<file path="src/core/ptc_consts.vh">
`ifndef PTC_CONSTS_VH
`define PTC_CONSTS_VH

// ====================================================================
// Register indices (byte address is four times the index)
`define PTC_IDX_DIR_A 20'hee009
`define PTC_IDX_DIR_B 20'hee00a
`define PTC_IDX_MODE 20'hfffa0
`define PTC_IDX_TSEL 20'hfffa1
`define PTC_IDX_EN_B 20'hfffa2
`define PTC_IDX_EN_A 20'hfffa3
`define PTC_IDX_NXT_B 20'hfffa4
`define PTC_IDX_NXT_A 20'hfffa5
`define PTC_IDX_NXT_B_ALT 20'hfffa6
`define PTC_IDX_NXT_A_ALT 20'hfffa7
`define PTC_IDX_PDR_A 20'hfffd9
`define PTC_IDX_PDR_B 20'hfffda

// ====================================================================
// Reset values
`define PTC_RST_DIR 8'h00
`define PTC_RST_MODE 8'hf0
`define PTC_RST_TSEL 8'hff
`define PTC_RST_EN 8'h00
`define PTC_RST_NXT 8'h00
`define PTC_RST_PDR 8'h00

// ====================================================================
// Field layout
`define PTC_MODE_NOVL_W 4
`define PTC_NIBBLE_ONES 4'hf
`define PTC_BYTE_ONES 8'hff
`define PTC_SEL_CH0 2'b00
`define PTC_SEL_CH1 2'b01
`define PTC_CH2 2'b10

// ====================================================================
// Bus answers
`define PTC_RESP_OKAY 2'b00
`define PTC_RESP_SLVERR 2'b10

// ====================================================================
// Timing
`define PTC_CLK_MHZ 125
`define PTC_NOVL_NS 16
`define PTC_NOVL_CW 8

`endif

</file>
<file path="src/core/ptc_group.v">
`timescale 1ns/10ps
`default_nettype none
`include "ptc_consts.vh"

module ptc_group #(
   parameter [`PTC_NOVL_CW-1:0] MARGIN_CYC = 8'h02
) (
   // Clock and reset
   input wire sys_clk_i,
   input wire reset_i,
   input wire clear_i,
   // Trigger and control
   input wire trig_i,
   input wire novl_i,
   input wire [3:0] bit_en_i,
   input wire [3:0] next_i,
   input wire [3:0] cur_i,
   // Load to port data
   output wire [3:0] load_o,
   output wire [3:0] load_val_o
);

   reg [3:0] pend_r;
   reg [3:0] val_r;
   reg [`PTC_NOVL_CW-1:0] cnt_r;
   wire [3:0] rise;
   wire [3:0] imm;
   wire late;

   // ====================================================================
   // Immediate and delayed loads
   assign rise = bit_en_i & next_i & ~cur_i;
   assign imm = novl_i ? (bit_en_i & ~rise) : bit_en_i; // RULE4 RULE15
   assign late = (cnt_r == {{(`PTC_NOVL_CW-1){1'b0}}, 1'b1});
   assign load_o = trig_i ? imm : (late ? pend_r : 4'h0); // RULE10
   assign load_val_o = trig_i ? next_i : val_r;

   // ====================================================================
   // Non-overlap margin counter
   always @(posedge sys_clk_i or posedge reset_i) begin
      if (reset_i) begin
         pend_r <= 4'h0;
         val_r <= 4'h0;
         cnt_r <= {`PTC_NOVL_CW{1'b0}};
      end else if (clear_i) begin
         pend_r <= 4'h0;
         val_r <= 4'h0;
         cnt_r <= {`PTC_NOVL_CW{1'b0}};
      end else if (trig_i && novl_i && (|rise)) begin
         pend_r <= rise; // RULE4
         val_r <= next_i;
         cnt_r <= MARGIN_CYC;
      end else if (cnt_r != {`PTC_NOVL_CW{1'b0}}) begin
         cnt_r <= cnt_r - {{(`PTC_NOVL_CW-1){1'b0}}, 1'b1};
         if (late) begin
            pend_r <= 4'h0;
         end
      end
   end

endmodule

`default_nettype wire

</file>
<file path="src/core/ptc_top.v">
// Overview of operation
// RULE1: Four 4-pin groups, each updated by its own trigger, all independent.
// RULE2: Sixteen pattern bits, each enabled or disabled on its own.
// RULE3: Each group picks its trigger from three timer compare-match strobes.
// RULE4: Non-overlap mode delays rising bits by a margin after falling ones.
// RULE5: Registers decode from the lower 20 bits of the word index.
// RULE6: Port data bits enabled for pattern output ignore software writes.
// RULE7: Shared trigger: lower next pattern is one byte; alternate reads ones.
// RULE8: Split triggers: group 1 high nibble first, group 0 low nibble alternate.
// RULE9: Upper next pattern uses the same scheme for groups 2 and 3.
// RULE10: Selected compare match copies group next bits into port data.
// RULE11: Next pattern clears on reset and hardware standby only.
// RULE12: Software sets direction bits of every pin used as pattern output.
// RULE13: Direction registers are 8-bit, write-only, reset to zero.
// RULE14: Port A carries outputs 0 to 7, port B outputs 8 to 15.
// RULE15: Disabled bits are not transferred on the trigger; enabled bits are.
// RULE16: Select 00 channel 0, 01 channel 1, 1x channel 2; reset all ones.
// RULE17: Each pin is driven from its port data bit when direction is 1.
//
// Decided for this implementation: the AXI4-Lite interface to the registers.
`include "ptc_consts.vh"
`timescale 1ns/10ps
`default_nettype none

module ptc_top #(
   parameter ADDR_W = 22
) (
   // Clock and reset
   input wire sys_clk_i,
   input wire reset_i,
   input wire hw_standby_i,
   // Timer compare-match strobes
   input wire [2:0] cmp_match_i,
   // AXI4-Lite write address
   input wire [ADDR_W-1:0] s_axi_awaddr,
   input wire [2:0] s_axi_awprot,
   input wire s_axi_awvalid,
   output wire s_axi_awready,
   // AXI4-Lite write data
   input wire [31:0] s_axi_wdata,
   input wire [3:0] s_axi_wstrb,
   input wire s_axi_wvalid,
   output wire s_axi_wready,
   // AXI4-Lite write response
   output wire [1:0] s_axi_bresp,
   output wire s_axi_bvalid,
   input wire s_axi_bready,
   // AXI4-Lite read address
   input wire [ADDR_W-1:0] s_axi_araddr,
   input wire [2:0] s_axi_arprot,
   input wire s_axi_arvalid,
   output wire s_axi_arready,
   // AXI4-Lite read data
   output wire [31:0] s_axi_rdata,
   output wire [1:0] s_axi_rresp,
   output wire s_axi_rvalid,
   input wire s_axi_rready,
   // Pattern pins
   output wire [15:0] pattern_out_pin_o,
   output wire [15:0] pattern_out_oe_o
);

   localparam integer NOVL_INT = (`PTC_NOVL_NS * `PTC_CLK_MHZ + 999) / 1000;
   localparam [`PTC_NOVL_CW-1:0] NOVL_CYC = NOVL_INT[`PTC_NOVL_CW-1:0];
   localparam [7:0] MODE_RST = `PTC_RST_MODE;

   // ====================================================================
   // Registers
   reg [7:0] dir_a_r;
   reg [7:0] dir_b_r;
   reg [3:0] mode_r;
   reg [7:0] tsel_r;
   reg [7:0] en_a_r;
   reg [7:0] en_b_r;
   reg [7:0] nxt_a_r;
   reg [7:0] nxt_b_r;
   reg [7:0] pdr_a_r;
   reg [7:0] pdr_b_r;
   reg [7:0] pdr_a_nxt;
   reg [7:0] pdr_b_nxt;

   // Bus state
   reg aw_have_r;
   reg w_have_r;
   reg [ADDR_W-1:0] awaddr_r;
   reg [7:0] wdata_r;
   reg wstrb_r;
   reg bvalid_r;
   reg [1:0] bresp_r;
   reg rvalid_r;
   reg [7:0] rdata_r;
   reg [1:0] rresp_r;

   // Decode results
   reg [7:0] rd_val;
   reg rd_hit;
   reg wr_hit;

   wire [19:0] wr_idx;
   wire [19:0] rd_idx;
   wire wr_fire;
   wire wr_en;
   wire rd_fire;
   wire same_a;
   wire same_b;
   wire [3:0] trig;
   wire [15:0] en_all;
   wire [15:0] nxt_all;
   wire [15:0] cur_all;
   wire [15:0] ld_all;
   wire [15:0] ldv_all;

   // ====================================================================
   // Trigger selection
   function [1:0] chan_of;
      input [1:0] sel;
      begin
         if (sel[1]) begin
            chan_of = `PTC_CH2; // RULE16
         end else begin
            chan_of = sel;
         end
      end
   endfunction

   function pick;
      input [1:0] sel;
      input [2:0] cm;
      begin
         case (chan_of(sel))
            `PTC_SEL_CH0: pick = cm[0];
            `PTC_SEL_CH1: pick = cm[1];
            default: pick = cm[2];
         endcase
      end
   endfunction

   assign trig[0] = pick(tsel_r[1:0], cmp_match_i); // RULE3
   assign trig[1] = pick(tsel_r[3:2], cmp_match_i); // RULE3
   assign trig[2] = pick(tsel_r[5:4], cmp_match_i); // RULE3
   assign trig[3] = pick(tsel_r[7:6], cmp_match_i); // RULE3

   assign same_a = (chan_of(tsel_r[1:0]) == chan_of(tsel_r[3:2]));
   assign same_b = (chan_of(tsel_r[5:4]) == chan_of(tsel_r[7:6]));

   // ====================================================================
   // Group units
   assign en_all = {en_b_r, en_a_r}; // RULE2
   assign nxt_all = {nxt_b_r, nxt_a_r};
   assign cur_all = {pdr_b_r, pdr_a_r};

   genvar g;
   generate
      for (g = 0; g < 4; g = g + 1) begin : grp
         ptc_group #(
            .MARGIN_CYC(NOVL_CYC)
         ) u_grp ( // RULE1
            .sys_clk_i(sys_clk_i),
            .reset_i(reset_i),
            .clear_i(hw_standby_i),
            .trig_i(trig[g]),
            .novl_i(mode_r[g]),
            .bit_en_i(en_all[4*g+3:4*g]),
            .next_i(nxt_all[4*g+3:4*g]),
            .cur_i(cur_all[4*g+3:4*g]),
            .load_o(ld_all[4*g+3:4*g]),
            .load_val_o(ldv_all[4*g+3:4*g])
         );
      end
   endgenerate

   // ====================================================================
   // Bus handshakes
   assign s_axi_awready = ~aw_have_r & ~bvalid_r;
   assign s_axi_wready = ~w_have_r & ~bvalid_r;
   assign s_axi_bvalid = bvalid_r;
   assign s_axi_bresp = bresp_r;
   assign s_axi_arready = ~rvalid_r;
   assign s_axi_rvalid = rvalid_r;
   assign s_axi_rdata = {24'h000000, rdata_r};
   assign s_axi_rresp = rresp_r;

   assign wr_fire = aw_have_r & w_have_r & ~bvalid_r;
   assign wr_en = wr_fire & wstrb_r;
   assign rd_fire = s_axi_arvalid & ~rvalid_r;
   assign wr_idx = awaddr_r[21:2]; // RULE5
   assign rd_idx = s_axi_araddr[21:2]; // RULE5

   always @(posedge sys_clk_i or posedge reset_i) begin
      if (reset_i) begin
         aw_have_r <= 1'b0;
         w_have_r <= 1'b0;
         awaddr_r <= {ADDR_W{1'b0}};
         wdata_r <= 8'h00;
         wstrb_r <= 1'b0;
         bvalid_r <= 1'b0;
         bresp_r <= `PTC_RESP_OKAY;
      end else begin
         if (s_axi_awvalid && s_axi_awready) begin
            aw_have_r <= 1'b1;
            awaddr_r <= s_axi_awaddr;
         end
         if (s_axi_wvalid && s_axi_wready) begin
            w_have_r <= 1'b1;
            wdata_r <= s_axi_wdata[7:0];
            wstrb_r <= s_axi_wstrb[0];
         end
         if (wr_fire) begin
            aw_have_r <= 1'b0;
            w_have_r <= 1'b0;
            bvalid_r <= 1'b1;
            bresp_r <= wr_hit ? `PTC_RESP_OKAY : `PTC_RESP_SLVERR;
         end else if (bvalid_r && s_axi_bready) begin
            bvalid_r <= 1'b0;
         end
      end
   end

   // ====================================================================
   // Read decode
   always @* begin
      rd_hit = 1'b1;
      rd_val = 8'h00;
      case (rd_idx)
         `PTC_IDX_DIR_A: rd_val = 8'h00; // RULE13
         `PTC_IDX_DIR_B: rd_val = 8'h00; // RULE13
         `PTC_IDX_MODE: rd_val = {`PTC_NIBBLE_ONES, mode_r};
         `PTC_IDX_TSEL: rd_val = tsel_r;
         `PTC_IDX_EN_B: rd_val = en_b_r;
         `PTC_IDX_EN_A: rd_val = en_a_r;
         `PTC_IDX_NXT_A: rd_val = same_a ? nxt_a_r : {nxt_a_r[7:4], `PTC_NIBBLE_ONES}; // RULE7 RULE8
         `PTC_IDX_NXT_A_ALT: rd_val = same_a ? `PTC_BYTE_ONES : {`PTC_NIBBLE_ONES, nxt_a_r[3:0]}; // RULE7 RULE8
         `PTC_IDX_NXT_B: rd_val = same_b ? nxt_b_r : {nxt_b_r[7:4], `PTC_NIBBLE_ONES}; // RULE9
         `PTC_IDX_NXT_B_ALT: rd_val = same_b ? `PTC_BYTE_ONES : {`PTC_NIBBLE_ONES, nxt_b_r[3:0]}; // RULE9
         `PTC_IDX_PDR_A: rd_val = pdr_a_r;
         `PTC_IDX_PDR_B: rd_val = pdr_b_r;
         default: rd_hit = 1'b0;
      endcase
   end

   always @(posedge sys_clk_i or posedge reset_i) begin
      if (reset_i) begin
         rvalid_r <= 1'b0;
         rdata_r <= 8'h00;
         rresp_r <= `PTC_RESP_OKAY;
      end else if (rd_fire) begin
         rvalid_r <= 1'b1;
         rdata_r <= rd_val;
         rresp_r <= rd_hit ? `PTC_RESP_OKAY : `PTC_RESP_SLVERR;
      end else if (rvalid_r && s_axi_rready) begin
         rvalid_r <= 1'b0;
      end
   end

   // ====================================================================
   // Write decode
   always @* begin
      case (wr_idx)
         `PTC_IDX_DIR_A, `PTC_IDX_DIR_B, `PTC_IDX_MODE, `PTC_IDX_TSEL,
         `PTC_IDX_EN_A, `PTC_IDX_EN_B, `PTC_IDX_NXT_A, `PTC_IDX_NXT_A_ALT,
         `PTC_IDX_NXT_B, `PTC_IDX_NXT_B_ALT, `PTC_IDX_PDR_A,
         `PTC_IDX_PDR_B: wr_hit = 1'b1;
         default: wr_hit = 1'b0;
      endcase
   end

   // ====================================================================
   // Port data next value
   always @* begin
      pdr_a_nxt = pdr_a_r;
      pdr_b_nxt = pdr_b_r;
      if (wr_en && (wr_idx == `PTC_IDX_PDR_A)) begin
         pdr_a_nxt = (en_a_r & pdr_a_r) | (~en_a_r & wdata_r); // RULE6
      end
      if (wr_en && (wr_idx == `PTC_IDX_PDR_B)) begin
         pdr_b_nxt = (en_b_r & pdr_b_r) | (~en_b_r & wdata_r); // RULE6
      end
      pdr_a_nxt = (ld_all[7:0] & ldv_all[7:0]) | (~ld_all[7:0] & pdr_a_nxt); // RULE10 RULE15
      pdr_b_nxt = (ld_all[15:8] & ldv_all[15:8]) | (~ld_all[15:8] & pdr_b_nxt); // RULE10 RULE15
   end

   // ====================================================================
   // Register file
   always @(posedge sys_clk_i or posedge reset_i) begin
      if (reset_i) begin
         dir_a_r <= `PTC_RST_DIR; // RULE13
         dir_b_r <= `PTC_RST_DIR;
         mode_r <= MODE_RST[3:0];
         tsel_r <= `PTC_RST_TSEL; // RULE16
         en_a_r <= `PTC_RST_EN;
         en_b_r <= `PTC_RST_EN;
         nxt_a_r <= `PTC_RST_NXT; // RULE11
         nxt_b_r <= `PTC_RST_NXT;
         pdr_a_r <= `PTC_RST_PDR;
         pdr_b_r <= `PTC_RST_PDR;
      end else if (hw_standby_i) begin
         dir_a_r <= `PTC_RST_DIR;
         dir_b_r <= `PTC_RST_DIR;
         mode_r <= MODE_RST[3:0];
         tsel_r <= `PTC_RST_TSEL;
         en_a_r <= `PTC_RST_EN;
         en_b_r <= `PTC_RST_EN;
         nxt_a_r <= `PTC_RST_NXT; // RULE11
         nxt_b_r <= `PTC_RST_NXT;
         pdr_a_r <= `PTC_RST_PDR;
         pdr_b_r <= `PTC_RST_PDR;
      end else begin
         pdr_a_r <= pdr_a_nxt;
         pdr_b_r <= pdr_b_nxt;
         if (wr_en) begin
            case (wr_idx)
               `PTC_IDX_DIR_A: dir_a_r <= wdata_r; // RULE13
               `PTC_IDX_DIR_B: dir_b_r <= wdata_r; // RULE13
               `PTC_IDX_MODE: mode_r <= wdata_r[3:0];
               `PTC_IDX_TSEL: tsel_r <= wdata_r;
               `PTC_IDX_EN_A: en_a_r <= wdata_r; // RULE2
               `PTC_IDX_EN_B: en_b_r <= wdata_r;
               `PTC_IDX_NXT_A: begin
                  if (same_a) begin
                     nxt_a_r <= wdata_r; // RULE7
                  end else begin
                     nxt_a_r[7:4] <= wdata_r[7:4]; // RULE8
                  end
               end
               `PTC_IDX_NXT_A_ALT: begin
                  if (!same_a) begin
                     nxt_a_r[3:0] <= wdata_r[3:0]; // RULE8
                  end
               end
               `PTC_IDX_NXT_B: begin
                  if (same_b) begin
                     nxt_b_r <= wdata_r; // RULE9
                  end else begin
                     nxt_b_r[7:4] <= wdata_r[7:4]; // RULE9
                  end
               end
               `PTC_IDX_NXT_B_ALT: begin
                  if (!same_b) begin
                     nxt_b_r[3:0] <= wdata_r[3:0]; // RULE9
                  end
               end
               default: begin
               end
            endcase
         end
      end
   end

   // ====================================================================
   // Pins
   assign pattern_out_pin_o = {pdr_b_r, pdr_a_r}; // RULE14 RULE17
   assign pattern_out_oe_o = {dir_b_r, dir_a_r}; // RULE12 RULE17

endmodule

`default_nettype wire

</file>
<file path="config.mk">
export PLATFORM = sky130hd
export DESIGN_NAME = ptc_top
export DESIGN_NICKNAME = d
export VERILOG_FILES = /design/src/core/ptc_group.v /design/src/core/ptc_top.v
export VERILOG_INCLUDE_DIRS = /design/src /design/src/core
export SDC_FILE = /design/constraint.sdc
export NUM_CORES = 1
export LEC_CHECK = 0
export ABC_CLOCK_PERIOD_IN_PS = 5700
export BUFFER_PORTS_ARGS = -buffer_cell sky130_fd_sc_hd__buf_2
export CORE_ASPECT_RATIO = 1.1
export CORE_MARGIN = 1.5
export CORE_UTILIZATION = 35
export CTS_BUF_LIST = sky130_fd_sc_hd__clkbuf_8
export DETAILED_ROUTE_END_ITERATION = 6
export PLACE_DENSITY = 0.56
export SLEW_MARGIN = 5
export SYNTH_ARGS = -nofsm -noshare
export SYNTH_HDL_FRONTEND = slang
export SYNTH_SLANG_ARGS = --single-unit
</file>
<file path="constraint.sdc">
create_clock -name sys_clk_i -period 5.7 [get_ports sys_clk_i]
set_clock_uncertainty 0.1 [all_clocks]
set_input_delay 0.285 -clock sys_clk_i [delete_from_list [all_inputs] [get_ports sys_clk_i]]
set_output_delay 0.285 -clock sys_clk_i [all_outputs]
set_load 0.005 [all_outputs]
</file>
==> results of run 1 <==
## power by group through the flow
stage / clock, mW / sequential (mW) / combinational (mW)
3_3_place_gp: 0 / 1.84 / 0.993
6_report: 0.881 / 1.82 / 1.02
2_1_floorplan: 0 / 1.67 / 0.927
4_1_cts: 0.909 / 1.82 / 1.04
3_5_place_dp: 0 / 1.85 / 1.01
5_1_grt: 0.968 / 1.86 / 1.17
## worst paths after layout
check,from,to,slack (ns),cells after the start
setup / recovery,tsel_r[2],grp[1].u_grp.pend_r[2],2.93,6
hold / removal,s_axi_wvalid,w_have_r,0.09,3
setup reg to reg,tsel_r[2],grp[1].u_grp.pend_r[2],2.93,6
hold reg to reg,rdata_r[2],rdata_r[2],0.39,2
max in group asynchronous,reset_i,rdata_r[5],3.89,4
min in group asynchronous,reset_i,pdr_a_r[2],0.45,3
## synthesized netlist by cell type, types with 4 or more instances
cell,n,area (um2)
o21ai_0,21,105
nand3b_1,15,113
and3b_1,6,52.6
nand4b_1,5,43.8
a22oi_1,7,52.6
nand4_1,6,37.5
a2bb2o_1,4,40.0
nor2b_1,23,144
ha_1,12,150
nor4_1,8,50.1
a211oi_1,17,128
nor3_1,13,65.1
dfstp_2,8,210
a2111oi_0,5,43.8
inv_1,20,75.1
and3_1,4,25.0
buf_4,27,203
xnor2_1,14,123
nor3b_1,10,75.1
nand3_1,23,115
a22o_1,25,219
and2_1,6,37.5
a32oi_1,19,166
dfrtp_1,175,4380
nor2_1,147,552
a32o_1,7,70.1
clkbuf_1,39,146
nor2_2,5,31.3
nand2_1,54,203
a21oi_1,6,30.0
a211o_1,9,78.8
mux2i_1,80,801
mux2_2,50,563
a31oi_1,6,37.5
xor2_1,20,175
buf_2,6,30.0
## registers in the layout (all words and copies together), names as in the netlist, 8 cells and up
register and cells:
awaddr_r 20, dir_a_r 8, dir_b_r 8, en_a_r 8, en_b_r 8, grp.u_grp.cnt_r 32
grp.u_grp.pend_r 16, grp.u_grp.val_r 16, nxt_a_r 8, nxt_b_r 8, pdr_a_r 8, pdr_b_r 8
rdata_r 8, tsel_r 8, wdata_r 8
## routing by layer
layer	up-vias	wire length, um	track usage [%]
met5	-	23	0
met3	22	1350	3.88
li1	3591	-	-
met2	200	11700	28.8
met4	4	282	4.51
met1	3704	11800	25.5
## logic make-up (layout without fill, tap and decap cells)
logic type	count (synthesis)	count (layout)	share of synthesized area, %
simple gates	348	348	17.9
mux	130	130	13.9
buf+inv	94	196	4.71
xor+xnor	34	34	3.04
fa+ha+maj	12	12	1.53
compound gates	151	151	12.0
other cells	1	28	0.0383
flops	183	183	46.8
## worst max-delay path: stages, from the launching register on
cell and delay (ns):
dfstp_2 0.58, mux2i_1 0.08, o21ai_1 0.75, and3_1 0.49, or2_2 0.28, nor2_1 0.12, a2bb2o_1 0.29
## stage by stage
stage / cell area (um2) / power (mW)
final: 11300 / 3.72
after global routing: 11300 / 4.00
after CTS: 11300 / 3.77
after detailed placement: 10500 / 2.86
after global placement: 10500 / 2.83
after floorplan: 9890 / 2.60
## cell type report
| type | instances | share of cell area, % |
|---|---|---|
| inverters | 20 | 0.711 |
| flip-flops and latches | 183 | 40.8 |
| repair buffers | 144 | 7.96 |
| well taps | 363 | 4.03 |
| clock buffers | 17 | 2.08 |
| multi-input cells | 701 | 43.0 |
| clock inverters | 15 | 1.40 |
| diodes | 2 | 0.0445 |
==> results.toml, run 1 <==
[outcome]
outcome = "finished clean"

[synth]
async_flop_share_pct = 100
yosysWarningCount = 0
synth-seq-cells = 183
netlist_area_um2 = 9800
synth_top_flop_cell = "dfrtp_1"
synth_seq_area_share_pct = 46.8
synthDistinctLibCells = 67
avgSynthCellArea_um2 = 10.3
synth_edf_count = 0
syn-instance-count = 953

[timing]
holdWs_ns = 0.0861
slew_violations = 0
tns_ns = 0
hold_violations = 0
tightest_slew_ns = 1.08
post-route-period-util_pct = 48.7
setup_slack_ns = 2.93
setup_viol = 0
period_needed_ns = 2.78
slew_headroom_pct = 28.1
rsz0062_at_grt = "no"
fmax_ghz = 0.360

[finish]
fin_util_pct = 40.6
layout_commonest_cell = "dfrtp_1"
layout_common_cells = "dfrtp_1 (175), nor2_1 (147), buf_2 (106)"
final.fill_count = 2761
drive_gt1_share_pct = 20.6
register_area_um2 = 4590
finalNonFillerCells = 1445
multi_input_comb_area_um2 = 4840
synthToLayoutAreaGrowth_pct = 14.9
nNetsFinal = 1176

[power]
p_int_mw = 2.34
p_sw_mw = 1.38
irDropWorstVdd_mv = 0.206
clkPwrFrac_pct = 23.7
switching_share_pct = 37.1
pwr-share-comb_pct = 27.4
p_leak_nw = 5.14
power.density_nw_per_um2 = 331
seqPwrFrac_pct = 48.9

[detailed_routing]
dr.pass1.iters = 5
drtIter0Drc = 437
routed_via_density = 5.20
wire_per_inst_um = 17.4
wirelength_um = 25100
num_vias = 7521
drc = 0
drtAntennaViolNets = 0

[place]
port_buffers = 106
gp_congestion = 0.817
dp.cells = 1379
pre_cts_ws_ns = 2.84
dp_hpwl_um = 17600

[job]
drv_cap = 0

[cts]
cts_tree = "done"
insertion_delay_ns = 0.48
clk_pin_slew_worst_paths_ns = 0.12
post_cts_resized = 0
numCtsBuffers = 17
cts.path.max_buffers = 2
cts_setup_buffers = 0
clock-root-buffer = "clkbuf_8"
postCtsHoldBufs = 32
htree_levels = 4
cts_sinks = 183

[setup_path]
cp-start-kind = "flip-flop"
crit_path_end_kind = "flip-flop"
cp.required_ns = 5.97
cp_max_fo = 11
crit_arrival_ns = 3.05
path_class = "reg -> reg"

[hold_path]
worst_hold_path_type = "in -> reg"

[floorplan]
die-width_um = 163
start_util_pct = 35.4
dieArea_um2 = 29000
io_pins = 170
rows = 64
die_h_um = 178
coreArea_um2 = 27700

[global_routing]
grt_pass1_vias = 7501
grt_usage_pct = 18.2
grt_start_max_net_pins = 100
antenna_found_initial = 4
grt_remaining_overflow = 0
grt_pass1_wl_um = 41300
No activity file was read; power rests on OpenSTA's default activity.
==> inputs of run 2 (changes only) <==
--- a/config.mk
+++ b/config.mk
@@ -6,14 +6,14 @@
 export SDC_FILE = /design/constraint.sdc
 export NUM_CORES = 1
 export LEC_CHECK = 0
-export ABC_CLOCK_PERIOD_IN_PS = 5700
+export ABC_CLOCK_PERIOD_IN_PS = 2600
 export BUFFER_PORTS_ARGS = -buffer_cell sky130_fd_sc_hd__buf_2
 export CORE_ASPECT_RATIO = 1.1
 export CORE_MARGIN = 1.5
 export CORE_UTILIZATION = 35
 export CTS_BUF_LIST = sky130_fd_sc_hd__clkbuf_8
 export DETAILED_ROUTE_END_ITERATION = 6
-export PLACE_DENSITY = 0.56
+export PLACE_DENSITY = 0.54
 export SLEW_MARGIN = 5
 export SYNTH_ARGS = -nofsm -noshare
 export SYNTH_HDL_FRONTEND = slang
==> constraint.sdc (replaced) <==
create_clock -name sys_clk_i -period 2.6 [get_ports sys_clk_i]
set_clock_uncertainty 0.1 [all_clocks]
set_input_delay 0.13 -clock sys_clk_i [delete_from_list [all_inputs] [get_ports sys_clk_i]]
set_output_delay 0.13 -clock sys_clk_i [all_outputs]
set_load 0.005 [all_outputs]
==> run 2 against run 1 <==
  * Register-to-register slack lost 2.6 ns
  * Combinational power grew 120%
  * Worst setup slack lost 2.6 ns
  * Sequential cell count is the same
  * Largest cell class unchanged
==> results.toml, run 2 (synthesis results as in run 1) <==
[finish]
largest_reg_flops = 32
nNetsFinal = 1215
drive_gt1_share_pct = 22.9
layout_commonest_cell = "dfrtp_1"
regMostFlops = "grp.u_grp.cnt_r"
reg.largest.list = "grp.u_grp.cnt_r x32, awaddr_r x20"
layout_common_cells = "dfrtp_1 (175), nor2_1 (147), buf_2 (106)"
synthToLayoutAreaGrowth_pct = 18.6

[timing]
tightest_slew_ns = 0.637
setup_viol = 0
slew_violations = 0
tns_ns = 0
post-route-period-util_pct = 88.7
fmax_ghz = 0.434
hold_violations = 0
slew_headroom_pct = 57.5
rsz0062_at_grt = "no"
holdWs_ns = 0.0318
period_needed_ns = 2.31

[power]
irDropWorstVdd_mv = 0.509
power.density_nw_per_um2 = 713
p_leak_nw = 5.36
p_total_mw = 8.29

[cts]
numCtsBuffers = 17
cts_sinks = 183
clk_pin_slew_worst_paths_ns = 0.11
insertion_delay_ns = 0.48
cts_setup_buffers = 0
clock-root-buffer = "clkbuf_8"
cts_tree = "done"
cts.path.max_buffers = 2
htree_levels = 4

[outcome]
outcome = "finished clean"

[global_routing]
grt_pass1_vias = 7527
grt_usage_pct = 18.4
grt_start_max_net_pins = 78
antenna_found_initial = 1
grt_remaining_overflow = 0
grt_pass1_wl_um = 41600

[floorplan]
die-width_um = 163
rows = 64
start_util_pct = 35.4
coreArea_um2 = 27700
dieArea_um2 = 29000
die_h_um = 178
io_pins = 170

[detailed_routing]
drt-met1-wl_um = 12300
num_vias = 7526
routed_via_density = 5.07
wirelength_um = 25500
route.met3.wl_um = 1080
drc = 0
drtIter0Drc = 466
drtAntennaViolNets = 0
dr.pass1.iters = 5
routed.top_layer = "met4"
wire_per_inst_um = 17.2
dr_wl_met2_um = 11800

[place]
gp_congestion = 0.901
dp_hpwl_um = 18300
port_buffers = 106

[setup_path]
critical-path-slowest-cell = "or3_1"
rr_worst_depth = 6
crit_path_end_kind = "flip-flop"
cp_max_fo = 7
crit_arrival_ns = 2.56
timing.rr.start = "s_axi_bvalid"
rrSetupSlack_ns = 0.29
cp.required_ns = 2.86
path_class = "reg -> reg"
cp-start-kind = "flip-flop"
max_stage_delay_ns = 0.49
crit_path_cell_trace = "nand3b_1 -> nor4_4 -> nand3_1 -> or3_1 -> mux2i_1 -> nor2_1"
r2r_end = "nxt_b_r[6]"
crit_start = "s_axi_bvalid"

[hold_path]
worst_hold_path_type = "in -> reg"
min_path_cells = 5
hold_path_startpoint = "s_axi_arvalid"
hold_path_end = "s_axi_rresp[1]"

[job]
drv_cap = 0
## run 2: cell count changes in the layout (fill, tap and decap cells not counted), sizes merged
| cell | previous run | this run |
|---|---|---|
| buf | 112 | 146 |
| dlygate4sd3 | 32 | 37 |
| clkbuf | 17 | 19 |
| bufinv | 0 | 2 |
| inv | 27 | 23 |
| diode | 2 | 3 |
## run 2: worst max-delay path, delay by kind of cell, from the launching register on
family / cells / cell delay (ns)
simple gates: 5 / 1.44
flops: 1 / 0.44
mux: 1 / 0.21
## run 2: worst max-delay path by stage
| stage | end | slack, ns | cells past startpoint |
|---|---|---|---|
| after floorplan | aw_have_r | 0.03 | 1 |
| after global placement | rdata_r[0] | 0.09 | 7 |
| after detailed placement | rdata_r[0] | 0.09 | 7 |
| after CTS | rdata_r[0] | 0.06 | 7 |
| after global routing | pdr_a_r[2] | 0.09 | 6 |
| final | nxt_b_r[6] | 0.29 | 6 |
## run 2: repair_timing
action / 4_1_cts / 5_1_grt
endpoints found under the setup margin: 0 / 1
hold buffers: 37 / 0
hold endpoints to repair: 158 / 0
resized for setup: 0 / 2
## run 2: area by class of cell
| cell class | instances | area (um2) |
|---|---|---|
| Timing Repair Buffer | 183 | 1240 |
| Clock buffer | 19 | 262 |
| Tap cell | 363 | 454 |
| Fill cell | 2752 | 16100 |
| Inverter | 20 | 78.8 |
| Sequential cell | 183 | 4590 |
| Multi-Input combinational cell | 701 | 4850 |
| Clock inverter | 13 | 145 |
| Antenna cell | 3 | 7.51 |
## run 2: per-stage QoR
stage | cells | utilization [%] | area (um2) | setup WS, ns
floorplan | 978 | - | 9900 | 0.0260
global placement | 1413 | 39.1 | 10800 | 0.0859
detailed placement | 1413 | 39.1 | 10800 | 0.0915
CTS | 1482 | 41.9 | 11600 | 0.0645
global route | 1482 | 41.9 | 11600 | 0.0895
finish | 1485 | 42.0 | 11600 | 0.294
## run 2: power breakdown
| part | switching [mW] | internal [mW] | total (mW) |
|---|---|---|---|
| logic | 1.17 | 1.12 | 2.29 |
| registers | 0.660 | 3.33 | 3.99 |
| clock network | 1.09 | 0.916 | 2.01 |
## run 2: layer usage
layer  vias up  track usage [%]
li1       3666                -
met1      3665             25.3
met2       176             29.3
met3        19             3.95
met4         0             5.16
met5         -                0
